File: src/core/hps_pkg.sv
// shared constants, config layout and state codes of the host port block
package hps_pkg;
  localparam int unsigned CLK_HZ        = 200_000_000;
  localparam int unsigned TP_PERIOD_S   = 1;
  localparam int unsigned TP_PERIOD_CYC = CLK_HZ * TP_PERIOD_S;
  localparam int unsigned TP_WIDTH_MS   = 100;
  localparam int unsigned TP_WIDTH_CYC  = (CLK_HZ / 1000) * TP_WIDTH_MS;
  localparam int unsigned CNT_W         = 9;
  // synced pin vector positions
  localparam int unsigned PIN_RSTN      = 5;
  localparam int unsigned PIN_DSEL      = 4;
  localparam int unsigned PIN_RXD       = 3;
  localparam int unsigned PIN_SCL       = 2;
  localparam int unsigned PIN_SDA       = 1;
  localparam int unsigned PIN_EXT       = 0;
  localparam logic [5:0]  PIN_IDLE      = 6'h3f;
  localparam logic        SEL_UART_TWO_WIRE = 1'h1;
  localparam logic [7:0]  IDLE_BYTE     = 8'hff;
  localparam logic [3:0]  BIT_LAST      = 4'h7;
  localparam logic [3:0]  BYTE_BITS     = 4'h8;
  localparam logic [15:0] BAUD_DIV_RST  = 16'h06c8;
  localparam logic [6:0]  I2C_ADDR_RST  = 7'h42;
  localparam logic [8:0]  THRESH_RST    = 9'h001;

  typedef struct packed {
    logic [31:0]      tp_period;
    logic [15:0]      baud_div;
    logic [CNT_W-1:0] txrdy_thresh;
    logic [6:0]       i2c_addr;
    logic             txrdy_en;
    logic             txrdy_pol;
    logic             txrdy_on_txd;
  } hps_cfg_t;

  typedef struct packed {
    logic [7:0] data;
    logic       valid;
  } hps_byte_t;

  localparam hps_cfg_t CFG_RST = '{tp_period: 32'h0, baud_div: BAUD_DIV_RST,
                                   txrdy_thresh: THRESH_RST, i2c_addr: I2C_ADDR_RST,
                                   txrdy_en: 1'h0, txrdy_pol: 1'h1, txrdy_on_txd: 1'h0};

  typedef enum logic [2:0] {
    I2C_IDLE  = 3'b000,
    I2C_ADDR  = 3'b001,
    I2C_ACK   = 3'b010,
    I2C_WRITE = 3'b011,
    I2C_READ  = 3'b100,
    I2C_MACK  = 3'b101
  } hps_i2c_st_t;

  typedef enum logic [1:0] {
    U_IDLE  = 2'b00,
    U_START = 2'b01,
    U_DATA  = 2'b10,
    U_STOP  = 2'b11
  } hps_uart_st_t;
endpackage : hps_pkg

File: src/core/hps_sync.sv
// two-flop synchroniser with edge detection for a vector of pins
`timescale 1ns/1ps
module hps_sync #(
  parameter int unsigned W    = 1,
  parameter logic [W-1:0] INIT = '0
) (
  input  wire logic         clk,
  input  wire logic         rst,
  input  wire logic [W-1:0] d,
  output logic      [W-1:0] q,
  output logic      [W-1:0] rise,
  output logic      [W-1:0] fall
);
  logic [W-1:0] s1_q, s2_q, s3_q;

  // stages one and two run through reset, so a strap is seen while reset is held
  always_ff @(posedge clk) begin
    s1_q <= d;
    s2_q <= s1_q;
  end

  // edge stage starts from the idle levels; only stage two feeds it
  always_ff @(posedge clk) begin
    if (rst) begin
      s3_q <= INIT;
    end else begin
      s3_q <= s2_q;
    end
  end

  assign q    = s2_q;
  assign rise = s2_q & ~s3_q;
  assign fall = ~s2_q & s3_q;
endmodule : hps_sync

File: src/core/hps_uart.sv
// asynchronous serial transmitter and receiver, 8n1, divisor-set baud rate
`timescale 1ns/1ps
module hps_uart
  import hps_pkg::*;
(
  input  wire logic        clk,
  input  wire logic        rst,
  input  wire logic [15:0] baud_div,
  input  wire logic [7:0]  tx_data,
  input  wire logic        tx_valid,
  output logic             tx_ready,
  output logic             txd,
  input  wire logic        rxd,
  output logic [7:0]       rx_data,
  output logic             rx_valid
);
  hps_uart_st_t t_st_q, t_st_d, r_st_q, r_st_d;
  logic [15:0]  t_cnt_q, t_cnt_d, r_cnt_q, r_cnt_d, div;
  logic [3:0]   t_bit_q, t_bit_d, r_bit_q, r_bit_d;
  logic [7:0]   t_sh_q, t_sh_d, r_sh_q, r_sh_d;
  logic         txd_q, txd_d, rv_q, rv_d;

  // a zero divisor would stall the bit timer, so it counts as one
  assign div = (baud_div == 16'h0000) ? 16'h0001 : baud_div;

  // transmit: no handshake lines, a byte goes as soon as it is offered
  always_comb begin
    t_st_d  = t_st_q;
    t_cnt_d = t_cnt_q;
    t_bit_d = t_bit_q;
    t_sh_d  = t_sh_q;
    txd_d   = txd_q;
    if (t_st_q == U_IDLE) begin
      txd_d = 1'b1;
      if (tx_valid) begin
        t_sh_d  = tx_data;
        t_cnt_d = div;
        t_st_d  = U_START;
        txd_d   = 1'b0;
      end
    end else if (t_cnt_q > 16'h0001) begin
      t_cnt_d = t_cnt_q - 16'h0001;
    end else begin
      t_cnt_d = div;
      case (t_st_q)
        U_START: begin
          t_st_d  = U_DATA;
          t_bit_d = 4'h0;
          txd_d   = t_sh_q[0];
          t_sh_d  = {1'b0, t_sh_q[7:1]};
        end
        U_DATA: begin
          if (t_bit_q == BIT_LAST) begin
            t_st_d = U_STOP;
            txd_d  = 1'b1;
          end else begin
            t_bit_d = t_bit_q + 4'h1;
            txd_d   = t_sh_q[0];
            t_sh_d  = {1'b0, t_sh_q[7:1]};
          end
        end
        default: t_st_d = U_IDLE;
      endcase
    end
  end

  // receive: sample mid-bit, drop bytes with a bad stop bit
  always_comb begin
    r_st_d  = r_st_q;
    r_cnt_d = r_cnt_q;
    r_bit_d = r_bit_q;
    r_sh_d  = r_sh_q;
    rv_d    = 1'b0;
    if (r_st_q == U_IDLE) begin
      if (!rxd) begin
        r_st_d  = U_START;
        r_cnt_d = {1'b0, div[15:1]} + 16'h0001;
      end
    end else if (r_cnt_q > 16'h0001) begin
      r_cnt_d = r_cnt_q - 16'h0001;
    end else begin
      r_cnt_d = div;
      case (r_st_q)
        U_START: begin
          r_st_d  = rxd ? U_IDLE : U_DATA;  // glitch, not a start bit
          r_bit_d = 4'h0;
        end
        U_DATA: begin
          r_sh_d  = {rxd, r_sh_q[7:1]};
          r_bit_d = r_bit_q + 4'h1;
          if (r_bit_q == BIT_LAST) r_st_d = U_STOP;
        end
        default: begin
          rv_d   = rxd;
          r_st_d = U_IDLE;
        end
      endcase
    end
  end

  always_ff @(posedge clk) begin
    if (rst) begin
      t_st_q  <= U_IDLE;
      t_cnt_q <= 16'h0000;
      t_bit_q <= 4'h0;
      t_sh_q  <= 8'h00;
      txd_q   <= 1'b1;
      r_st_q  <= U_IDLE;
      r_cnt_q <= 16'h0000;
      r_bit_q <= 4'h0;
      r_sh_q  <= 8'h00;
      rv_q    <= 1'b0;
    end else begin
      t_st_q  <= t_st_d;
      t_cnt_q <= t_cnt_d;
      t_bit_q <= t_bit_d;
      t_sh_q  <= t_sh_d;
      txd_q   <= txd_d;
      r_st_q  <= r_st_d;
      r_cnt_q <= r_cnt_d;
      r_bit_q <= r_bit_d;
      r_sh_q  <= r_sh_d;
      rv_q    <= rv_d;
    end
  end

  assign tx_ready = (t_st_q == U_IDLE);
  assign txd      = txd_q;
  assign rx_data  = r_sh_q;
  assign rx_valid = rv_q;
endmodule : hps_uart

File: src/core/hps_top.sv
// host port select, two-wire slave, spi slave, data-pending, time pulse
`timescale 1ns/1ps
module hps_top
  import hps_pkg::*;
#(
  parameter int unsigned TP_PERIOD = TP_PERIOD_CYC,
  parameter int unsigned TP_WIDTH  = TP_WIDTH_CYC
) (
  input  wire logic             SYS_CLK,
  input  wire logic             RESET,
  input  wire logic             CFG_WE,
  input  wire hps_cfg_t         CFG,
  input  wire logic [7:0]       OUT_DATA,
  input  wire logic             OUT_VALID,
  output logic                  OUT_READY,
  input  wire logic [CNT_W-1:0] OUT_COUNT,
  output hps_byte_t             IN_BYTE,
  input  wire logic             POWER_SAVE,
  input  wire logic             RESET_N,
  input  wire logic             D_SEL,
  input  wire logic             RXD_MOSI,
  input  wire logic             SCL_SCK,
  input  wire logic             SDA_CSN_I,
  output logic                  SDA_CSN_O,
  output logic                  SDA_CSN_OE,
  output logic                  TXD_MISO_O,
  output logic                  TXD_MISO_OE,
  input  wire logic             WAKE_EVENT_INPUT,
  output logic                  TIMEPULSE,
  output logic                  ANTENNA_POWER_CTRL,
  output logic                  SYS_RESET,
  output logic                  WAKE_REQ,
  output logic                  AID_EVENT
);
  logic [5:0]  pin_s, pin_rise, pin_fall;
  logic        rst, uart_mode, avail, pending, txrdy_lvl;
  logic        scl_s, sda_s, start, stop, i2c_load, spi_load;
  logic        u_tx_valid, u_tx_ready, u_txd, u_rx_valid, uart_pop;
  logic [7:0]  u_rx_data, byte_out;
  hps_cfg_t    cfg_q, cfg_d;
  logic        sel_q, sel_d;
  logic        pop_q, pop_d, txd_q, txd_d, oe_q, oe_d;
  logic        ant_q, ant_d, wake_q, wake_d, aid_q, aid_d, srst_q, srst_d;
  hps_byte_t   in_q, in_d;
  logic [31:0] tp_cnt_q, tp_cnt_d;
  logic        tp_q, tp_d;
  hps_i2c_st_t i2_st_q, i2_st_d;
  logic [3:0]  i2_cnt_q, i2_cnt_d, sp_cnt_q, sp_cnt_d;
  logic [7:0]  i2_sh_q, i2_sh_d, sp_rx_q, sp_rx_d, sp_tx_q, sp_tx_d;
  logic        i2_rw_q, i2_rw_d, i2_low_q, i2_low_d, i2_ack_q, i2_ack_d, i2_in_v;
  logic        sp_miso_q, sp_miso_d, sp_oe_q, sp_oe_d, sp_in_v;

  // every pin crosses two flops; idle levels match the internal pull-ups
  hps_sync #(.W(6), .INIT(PIN_IDLE)) u_pin_sync (
    .clk  (SYS_CLK),
    .rst  (RESET),
    .d    ({RESET_N, D_SEL, RXD_MOSI, SCL_SCK, SDA_CSN_I, WAKE_EVENT_INPUT}),
    .q    (pin_s),
    .rise (pin_rise),
    .fall (pin_fall)
  );

  assign rst       = RESET | ~pin_s[PIN_RSTN];
  assign uart_mode = (sel_q == SEL_UART_TWO_WIRE);
  assign scl_s     = pin_s[PIN_SCL];
  assign sda_s     = pin_s[PIN_SDA];
  assign start     = pin_fall[PIN_SDA] & scl_s;
  assign stop      = pin_rise[PIN_SDA] & scl_s;
  assign avail     = OUT_VALID & ~pop_q;
  assign byte_out  = avail ? OUT_DATA : IDLE_BYTE;

  // two-wire reads win over the serial transmitter for the same byte
  assign u_tx_valid = uart_mode & ~cfg_q.txrdy_on_txd & avail & ~i2c_load;
  assign uart_pop   = u_tx_valid & u_tx_ready;

  hps_uart u_uart (
    .clk      (SYS_CLK),
    .rst      (rst),
    .baud_div (cfg_q.baud_div),
    .tx_data  (OUT_DATA),
    .tx_valid (u_tx_valid),
    .tx_ready (u_tx_ready),
    .txd      (u_txd),
    .rxd      (pin_s[PIN_RXD]),
    .rx_data  (u_rx_data),
    .rx_valid (u_rx_valid)
  );

  // strap is caught while reset is held and frozen after release
  assign sel_d = rst ? pin_s[PIN_DSEL] : sel_q;

  always_ff @(posedge SYS_CLK) begin
    sel_q <= sel_d;
  end

  // data-pending level: count at or above threshold, never for an empty buffer
  assign pending   = cfg_q.txrdy_en & (OUT_COUNT != '0)
                   & (OUT_COUNT >= cfg_q.txrdy_thresh);
  assign txrdy_lvl = cfg_q.txrdy_pol ? pending : ~pending;

  // config, pin drive, byte hand-off and side-band outputs
  always_comb begin
    cfg_d  = CFG_WE ? CFG : cfg_q;
    pop_d  = avail & (i2c_load | spi_load | uart_pop);
    ant_d  = ~POWER_SAVE;
    wake_d = pin_fall[PIN_EXT] & POWER_SAVE;
    aid_d  = pin_fall[PIN_EXT] & ~POWER_SAVE;
    srst_d = ~pin_s[PIN_RSTN];
    if (!uart_mode) begin
      txd_d = sp_miso_q;
      oe_d  = sp_oe_q;
    end else if (cfg_q.txrdy_en && cfg_q.txrdy_on_txd) begin
      txd_d = txrdy_lvl;
      oe_d  = 1'b1;
    end else begin
      txd_d = u_txd;
      oe_d  = 1'b1;
    end
    // two-wire write has priority; a coincident serial byte is dropped
    if (i2_in_v) begin
      in_d = '{data: i2_sh_q, valid: 1'b1};
    end else if (sp_in_v) begin
      in_d = '{data: sp_rx_d, valid: 1'b1};
    end else begin
      in_d = '{data: u_rx_data, valid: uart_mode & u_rx_valid};
    end
  end

  always_ff @(posedge SYS_CLK) begin
    if (rst) begin
      cfg_q           <= CFG_RST;
      cfg_q.tp_period <= TP_PERIOD;
      pop_q           <= 1'b0;
      txd_q           <= 1'b1;
      oe_q            <= 1'b0;
      ant_q           <= 1'b0;
      wake_q          <= 1'b0;
      aid_q           <= 1'b0;
      in_q            <= '0;
    end else begin
      cfg_q  <= cfg_d;
      pop_q  <= pop_d;
      txd_q  <= txd_d;
      oe_q   <= oe_d;
      ant_q  <= ant_d;
      wake_q <= wake_d;
      aid_q  <= aid_d;
      in_q   <= in_d;
    end
  end

  // reset indicator must run through the pin reset it reports
  always_ff @(posedge SYS_CLK) begin
    if (RESET) srst_q <= 1'b0;
    else       srst_q <= srst_d;
  end

  // time pulse: period from config, fixed high width, zero period stops it
  always_comb begin
    if (tp_cnt_q + 32'h1 >= cfg_q.tp_period) tp_cnt_d = 32'h0;
    else                                     tp_cnt_d = tp_cnt_q + 32'h1;
    tp_d = (cfg_q.tp_period != 32'h0) && (tp_cnt_q < TP_WIDTH);
  end

  always_ff @(posedge SYS_CLK) begin
    if (rst) begin
      tp_cnt_q <= 32'h0;
      tp_q     <= 1'b0;
    end else begin
      tp_cnt_q <= tp_cnt_d;
      tp_q     <= tp_d;
    end
  end

  // two-wire slave: shift on clock rise, change data only on clock fall
  always_comb begin
    i2_st_d  = i2_st_q;
    i2_cnt_d = i2_cnt_q;
    i2_sh_d  = i2_sh_q;
    i2_rw_d  = i2_rw_q;
    i2_low_d = i2_low_q;
    i2_ack_d = i2_ack_q;
    i2c_load = 1'b0;
    i2_in_v  = 1'b0;
    if (!uart_mode || stop) begin
      i2_st_d  = I2C_IDLE;
      i2_low_d = 1'b0;
    end else if (start) begin
      i2_st_d  = I2C_ADDR;
      i2_cnt_d = 4'h0;
      i2_low_d = 1'b0;
    end else if (pin_rise[PIN_SCL]) begin
      case (i2_st_q)
        I2C_ADDR, I2C_WRITE: begin
          i2_sh_d  = {i2_sh_q[6:0], sda_s};
          i2_cnt_d = i2_cnt_q + 4'h1;
        end
        I2C_MACK: i2_ack_d = ~sda_s;
        default: ;
      endcase
    end else if (pin_fall[PIN_SCL]) begin
      case (i2_st_q)
        I2C_ADDR: begin
          if (i2_cnt_q == BYTE_BITS) begin
            if (i2_sh_q[7:1] == cfg_q.i2c_addr) begin
              i2_st_d  = I2C_ACK;
              i2_low_d = 1'b1;
              i2_rw_d  = i2_sh_q[0];
            end else begin
              i2_st_d = I2C_IDLE;
            end
          end
        end
        I2C_WRITE: begin
          if (i2_cnt_q == BYTE_BITS) begin
            i2_st_d  = I2C_ACK;
            i2_low_d = 1'b1;
            i2_in_v  = 1'b1;
          end
        end
        I2C_ACK, I2C_MACK: begin
          if (i2_st_q == I2C_ACK && !i2_rw_q) begin
            i2_st_d  = I2C_WRITE;
            i2_cnt_d = 4'h0;
            i2_low_d = 1'b0;
          end else if (i2_st_q == I2C_ACK || i2_ack_q) begin
            i2_st_d  = I2C_READ;  // empty buffer reads as idle bytes
            i2_cnt_d = 4'h0;
            i2_sh_d  = byte_out;
            i2_low_d = ~byte_out[7];
            i2c_load = 1'b1;
          end else begin
            i2_st_d  = I2C_IDLE;  // master nack ends the read
            i2_low_d = 1'b0;
          end
        end
        I2C_READ: begin
          if (i2_cnt_q == BIT_LAST) begin
            i2_st_d  = I2C_MACK;
            i2_low_d = 1'b0;
          end else begin
            i2_cnt_d = i2_cnt_q + 4'h1;
            i2_sh_d  = {i2_sh_q[6:0], 1'b0};
            i2_low_d = ~i2_sh_q[6];
          end
        end
        default: ;
      endcase
    end
  end

  always_ff @(posedge SYS_CLK) begin
    if (rst) begin
      i2_st_q  <= I2C_IDLE;
      i2_cnt_q <= 4'h0;
      i2_sh_q  <= 8'h00;
      i2_rw_q  <= 1'b0;
      i2_low_q <= 1'b0;
      i2_ack_q <= 1'b0;
    end else begin
      i2_st_q  <= i2_st_d;
      i2_cnt_q <= i2_cnt_d;
      i2_sh_q  <= i2_sh_d;
      i2_rw_q  <= i2_rw_d;
      i2_low_q <= i2_low_d;
      i2_ack_q <= i2_ack_d;
    end
  end

  // spi slave mode 0: sample mosi on clock rise, shift miso on fall
  always_comb begin
    sp_cnt_d  = sp_cnt_q;
    sp_rx_d   = sp_rx_q;
    sp_tx_d   = sp_tx_q;
    sp_miso_d = sp_miso_q;
    sp_oe_d   = sp_oe_q;
    spi_load  = 1'b0;
    sp_in_v   = 1'b0;
    if (uart_mode || sda_s) begin
      sp_cnt_d = 4'h0;
      sp_oe_d  = 1'b0;
    end else if (pin_fall[PIN_SDA]) begin
      sp_tx_d   = byte_out;
      sp_miso_d = byte_out[7];
      sp_oe_d   = 1'b1;
      sp_cnt_d  = 4'h0;
      spi_load  = 1'b1;
    end else if (pin_rise[PIN_SCL]) begin
      sp_rx_d = {sp_rx_q[6:0], pin_s[PIN_RXD]};
      if (sp_cnt_q == BIT_LAST) begin
        sp_cnt_d = 4'h0;
        sp_in_v  = 1'b1;
      end else begin
        sp_cnt_d = sp_cnt_q + 4'h1;
      end
    end else if (pin_fall[PIN_SCL]) begin
      if (sp_cnt_q == 4'h0) begin
        sp_tx_d   = byte_out;
        sp_miso_d = byte_out[7];
        spi_load  = 1'b1;
      end else begin
        sp_tx_d   = {sp_tx_q[6:0], 1'b0};
        sp_miso_d = sp_tx_q[6];
      end
    end
  end

  always_ff @(posedge SYS_CLK) begin
    if (rst) begin
      sp_cnt_q  <= 4'h0;
      sp_rx_q   <= 8'h00;
      sp_tx_q   <= 8'h00;
      sp_miso_q <= 1'b1;
      sp_oe_q   <= 1'b0;
    end else begin
      sp_cnt_q  <= sp_cnt_d;
      sp_rx_q   <= sp_rx_d;
      sp_tx_q   <= sp_tx_d;
      sp_miso_q <= sp_miso_d;
      sp_oe_q   <= sp_oe_d;
    end
  end

  // open drain data line: only ever pulled low, never driven high
  assign SDA_CSN_O   = 1'b0;
  assign SDA_CSN_OE  = i2_low_q;
  assign OUT_READY   = pop_q;
  assign IN_BYTE     = in_q;
  assign TXD_MISO_O  = txd_q;
  assign TXD_MISO_OE = oe_q;
  assign TIMEPULSE   = tp_q;
  assign ANTENNA_POWER_CTRL = ant_q;
  assign SYS_RESET   = srst_q;
  assign WAKE_REQ    = wake_q;
  assign AID_EVENT   = aid_q;
endmodule : hps_top

File: config.mk
export PLATFORM = sky130hd
export DESIGN_NAME = hps_top
export DESIGN_NICKNAME = d
export VERILOG_FILES = /design/src/core/hps_pkg.sv /design/src/core/hps_sync.sv /design/src/core/hps_uart.sv /design/src/core/hps_top.sv
export SDC_FILE = /design/constraint.sdc
export NUM_CORES = 1
export LEC_CHECK = 0
export BUFFER_PORTS_ARGS = -buffer_cell sky130_fd_sc_hd__buf_2
export CORE_UTILIZATION = 45
export DETAILED_ROUTE_END_ITERATION = 12
export GPL_TIMING_DRIVEN = 0
export PLACE_DENSITY = 0.62
export RECOVER_POWER = 25
export SYNTH_ARGS = -nofsm -noshare
export SYNTH_HDL_FRONTEND = slang
export SYNTH_SLANG_ARGS = --single-unit
File: constraint.sdc
create_clock -name SYS_CLK -period 3.8 [get_ports SYS_CLK]
set_clock_uncertainty 0.2 [all_clocks]
set_input_delay 0.19 -clock SYS_CLK [delete_from_list [all_inputs] [get_ports SYS_CLK]]
set_output_delay 0.19 -clock SYS_CLK [all_outputs]
set_load 0.02 [all_outputs]
==> run_results.csv <==
group,metric,value,unit
pwr,p_leak,5.977,nW
route,wl_per_cell,16.56,microns
floorplanning,core,25470,sq um
global_route,grt_max_degree,14,
layout,fin_area,14610,sq um
sta,finalHoldViolCount,0,
min_path,holdPathStages,6,
pwr,p_total,5.943,mW
layout,final_util,57.36,%
clock_network,cts_made_buffers,27,
setup_path,crit_slowest_cell,"dfxtp_2",
global_route,grt_pass1_vias,10090,
clock_network,clk_pin_slew,0.06,ns
sta,post-route-min-period,3.576,ns
setup_path,rrSetupSlack,0.22,ns
placed_design,place.gp.congestion,0.8778,
clock_network,clock_latency,0.53,ns
placed_design,hpwl,23410,microns
sta,drv_slew,0,
clock_network,htreeDepth,1,
layout,syn2layout_area_growth,23.47,%
min_path,min_to,"TXD_MISO_O",
logic_synthesis,ys_seq_area_share,39.34,%
logic_synthesis,synth_top_area_cell,"dfxtp_1",
global_route,antenna_found_initial,1,
min_path,hp-class,"in2reg",
logic_synthesis,ys_types,76,
setup_path,critPathKind,"reg2reg",
floorplanning,die_x,164.2,microns
logic_synthesis,synth-async-reset-ratio,0,%
setup_path,worst-r2r-cell-count,14,
route,wl,32830,microns
logic_synthesis,synthTopCellsByArea,"dfxtp_1, mux2i_1, ha_1, nor2_1, a21oi_1",
sta,period_share,94.11,%
pwr,vdd_ir_drop_max,310.7,uV
logic_synthesis,synthesis.nets,1566,
global_route,track_usage,24.20,%
logic_synthesis,netlist_area,11830,sq um
floorplanning,start_util,46.45,%
route,ant_nets,0,
setup_path,endpoint_kind,"flop",
layout,drive_above_1_share,11.38,%
setup_path,r2r-start,"tp_cnt_q[0]",
setup_path,crit_arrival,3.79,ns
floorplanning,die_height,164.2,microns
logic_synthesis,synth_edf_count,1,
setup_path,timing.rr.end,"tp_cnt_q[22]",
sta,relSlewSlack,9.890,%
layout,final_nets,1790,
layout,diodes,0,
route,vias_per_cell,5.434,
placed_design,post_dp_cell_area,12800,sq um
global_route,grt_first_pass_wirelength,52010,microns
logic_synthesis,synthFlopType,"dfxtp_1",
setup_path,cp_max_fo,10,
logic_synthesis,avgSynthCellArea,8.404,sq um
logic_synthesis,yosys.area.top_type_share,39.08,%
setup_path,path_cells,"ha_2, and4_4, and3_2, nand4b_1, nor2_1, xor2_1, ha_1, nand4_1, nor4_2, o21ai_0, a31oi_1, or3_4, buf_2, nor2b_1",
clock_network,cts_root_buf,"clkbuf_16",
clock_network,cts.sinks,232,
run,max-cap-violations,0,
sta,tightest_slew,1.334,ns
min_path,hold_path.startpoint,"OUT_COUNT[8]",
clock_network,cts_buffer_depth,3,
placed_design,dp.cells,1849,
logic_synthesis,ys_seq_elements,232,
setup_path,cp.required,4.02,ns
route,route.detailed.drc,0,
run_status,status,"completed",
logic_synthesis,netlist_instances,1408,
pwr,power_density,406.8,nW/um^2
logic_synthesis,synthTopCellsByCount,"dfxtp_1, nor2_1, nand2_1",
sta,setup_viol,0,
route,drtPass1Iterations,5,
layout,stdcell_count,1982,
floorplanning,rows,58,
route,vias,10770,
global_route,grt_remaining_overflow,0,
floorplanning,dieArea,26950,sq um
logic_synthesis,synth.most_common_cell,"dfxtp_1",
placed_design,port_buffers,111,
logic_synthesis,yosys_warnings,0,
floorplanning,num_io_pins,114,
setup_path,max_stage_delay,0.37,ns
clock_network,cts_tree,"built",
sta,max_freq,279.6,MHz
route,first_iter_violations,691,
setup_path,start_kind,"flop",
-- kinds of logic after synthesis --
group                    Yosys count  synth area share (%)
AND/OR/NAND/NOR                  540                 22.31
AO/OA/AOI/OAI                    265                 14.11
flip-flops                       232                 39.34
buffers and inverters            149                 4.896
multiplexers                      90                 7.624
XOR/XNOR                          68                 5.033
adder cells (fa/ha/maj)           63                 6.662
other                              1               0.03169
-- worst max-delay path by stage --
| stage | from | end | slack, ns | cells past startpoint |
|---|---|---|---|---|
| floorplan | tp_cnt_q[15] | tp_cnt_q[10] | 0.46 | 13 |
| global placement | tp_cnt_q[15] | tp_cnt_q[28] | -0.63 | 13 |
| detailed placement | tp_cnt_q[15] | tp_cnt_q[26] | -0.66 | 13 |
| CTS | tp_cnt_q[0] | tp_cnt_q[22] | 0.04 | 14 |
| global route | tp_cnt_q[1] | tp_cnt_q[22] | -0.03 | 14 |
| finish | tp_cnt_q[0] | tp_cnt_q[22] | 0.22 | 14 |
-- per-stage QoR --
stage / setup TNS, ns / hold WS (ns) / worst slack [ns]
CTS: 0 / 0.01148 / 0.03603
finish: 0 / 0.03400 / 0.2238
floorplan: 0 / 0.01772 / 0.4585
global placement: -15.91 / 0.09209 / -0.6270
global route: -0.1410 / 0.02908 / -0.02635
detailed placement: -16.34 / 0.09446 / -0.6568
-- repair_timing --
action                                  CTS  global route
setup buffers                             0             0
resized for setup                         8            17
pin swaps                                 0             2
hold buffers                             84             0
endpoints found under the setup margin   32            32
hold endpoints to repair                 99             0
-- final cells by class --
class | count | area (sq um)
Timing Repair Buffer | 195 | 1373
Multi-Input combinational cell | 1027 | 6680
Tap cell | 330 | 412.9
Fill cell | 2371 | 10860
Inverter | 74 | 277.8
Clock inverter | 11 | 96.34
Buffer | 75 | 307.8
Sequential cell | 232 | 4656
Clock buffer | 38 | 807.0
-- layout by cell type (no fill, tap or decap), types with 62 or more instances in the layout --
cell	n
dfxtp_1	230
nor2_1	178
nand2_1	127
a21oi_1	99
buf_2	97
mux2i_1	89
dlygate4sd3_1	84
clkbuf_1	79
inv_1	73
ha_1	62
-- state kept, by name, summed over array words and instances (netlist names), 7 cells and up --
| register | count |
|---|---|
| cfg_q | 67 |
| tp_cnt_q | 32 |
| u_uart.r_cnt_q | 16 |
| u_uart.t_cnt_q | 16 |
| IN_BYTE | 9 |
| i2_sh_q | 8 |
| u_uart.rx_data | 8 |
| u_uart.t_sh_q | 8 |
| sp_rx_q | 7 |
| sp_tx_q | 7 |
-- worst max-delay path, delay by kind of cell, from the launching register on --
kind | cells | cell delay, ns
buf+inv | 1 | 0.23
simple gates | 8 | 1.68
fa+ha+maj | 2 | 0.51
flops | 1 | 0.37
compound gates | 2 | 0.37
xor+xnor | 1 | 0.10
-- power by group --
part	switching [mW]	total, mW	leakage [nW]	internal [mW]
logic	0.463	0.794	3.64	0.331
clock network	1.05	2.60	0.452	1.55
registers	0.0534	2.55	1.89	2.50
-- layer usage --
metal / routed length (microns) / vias up / track usage [%]
met5: 13 / - / 0
met1: 15810 / 5022 / 33.97
met4: 814 / 2 / 6.818
met3: 1883 / 61 / 3.359
li1: - / 5380 / -
met2: 14300 / 306 / 38.45
Note: power is estimated with default switching activity, not from simulation.
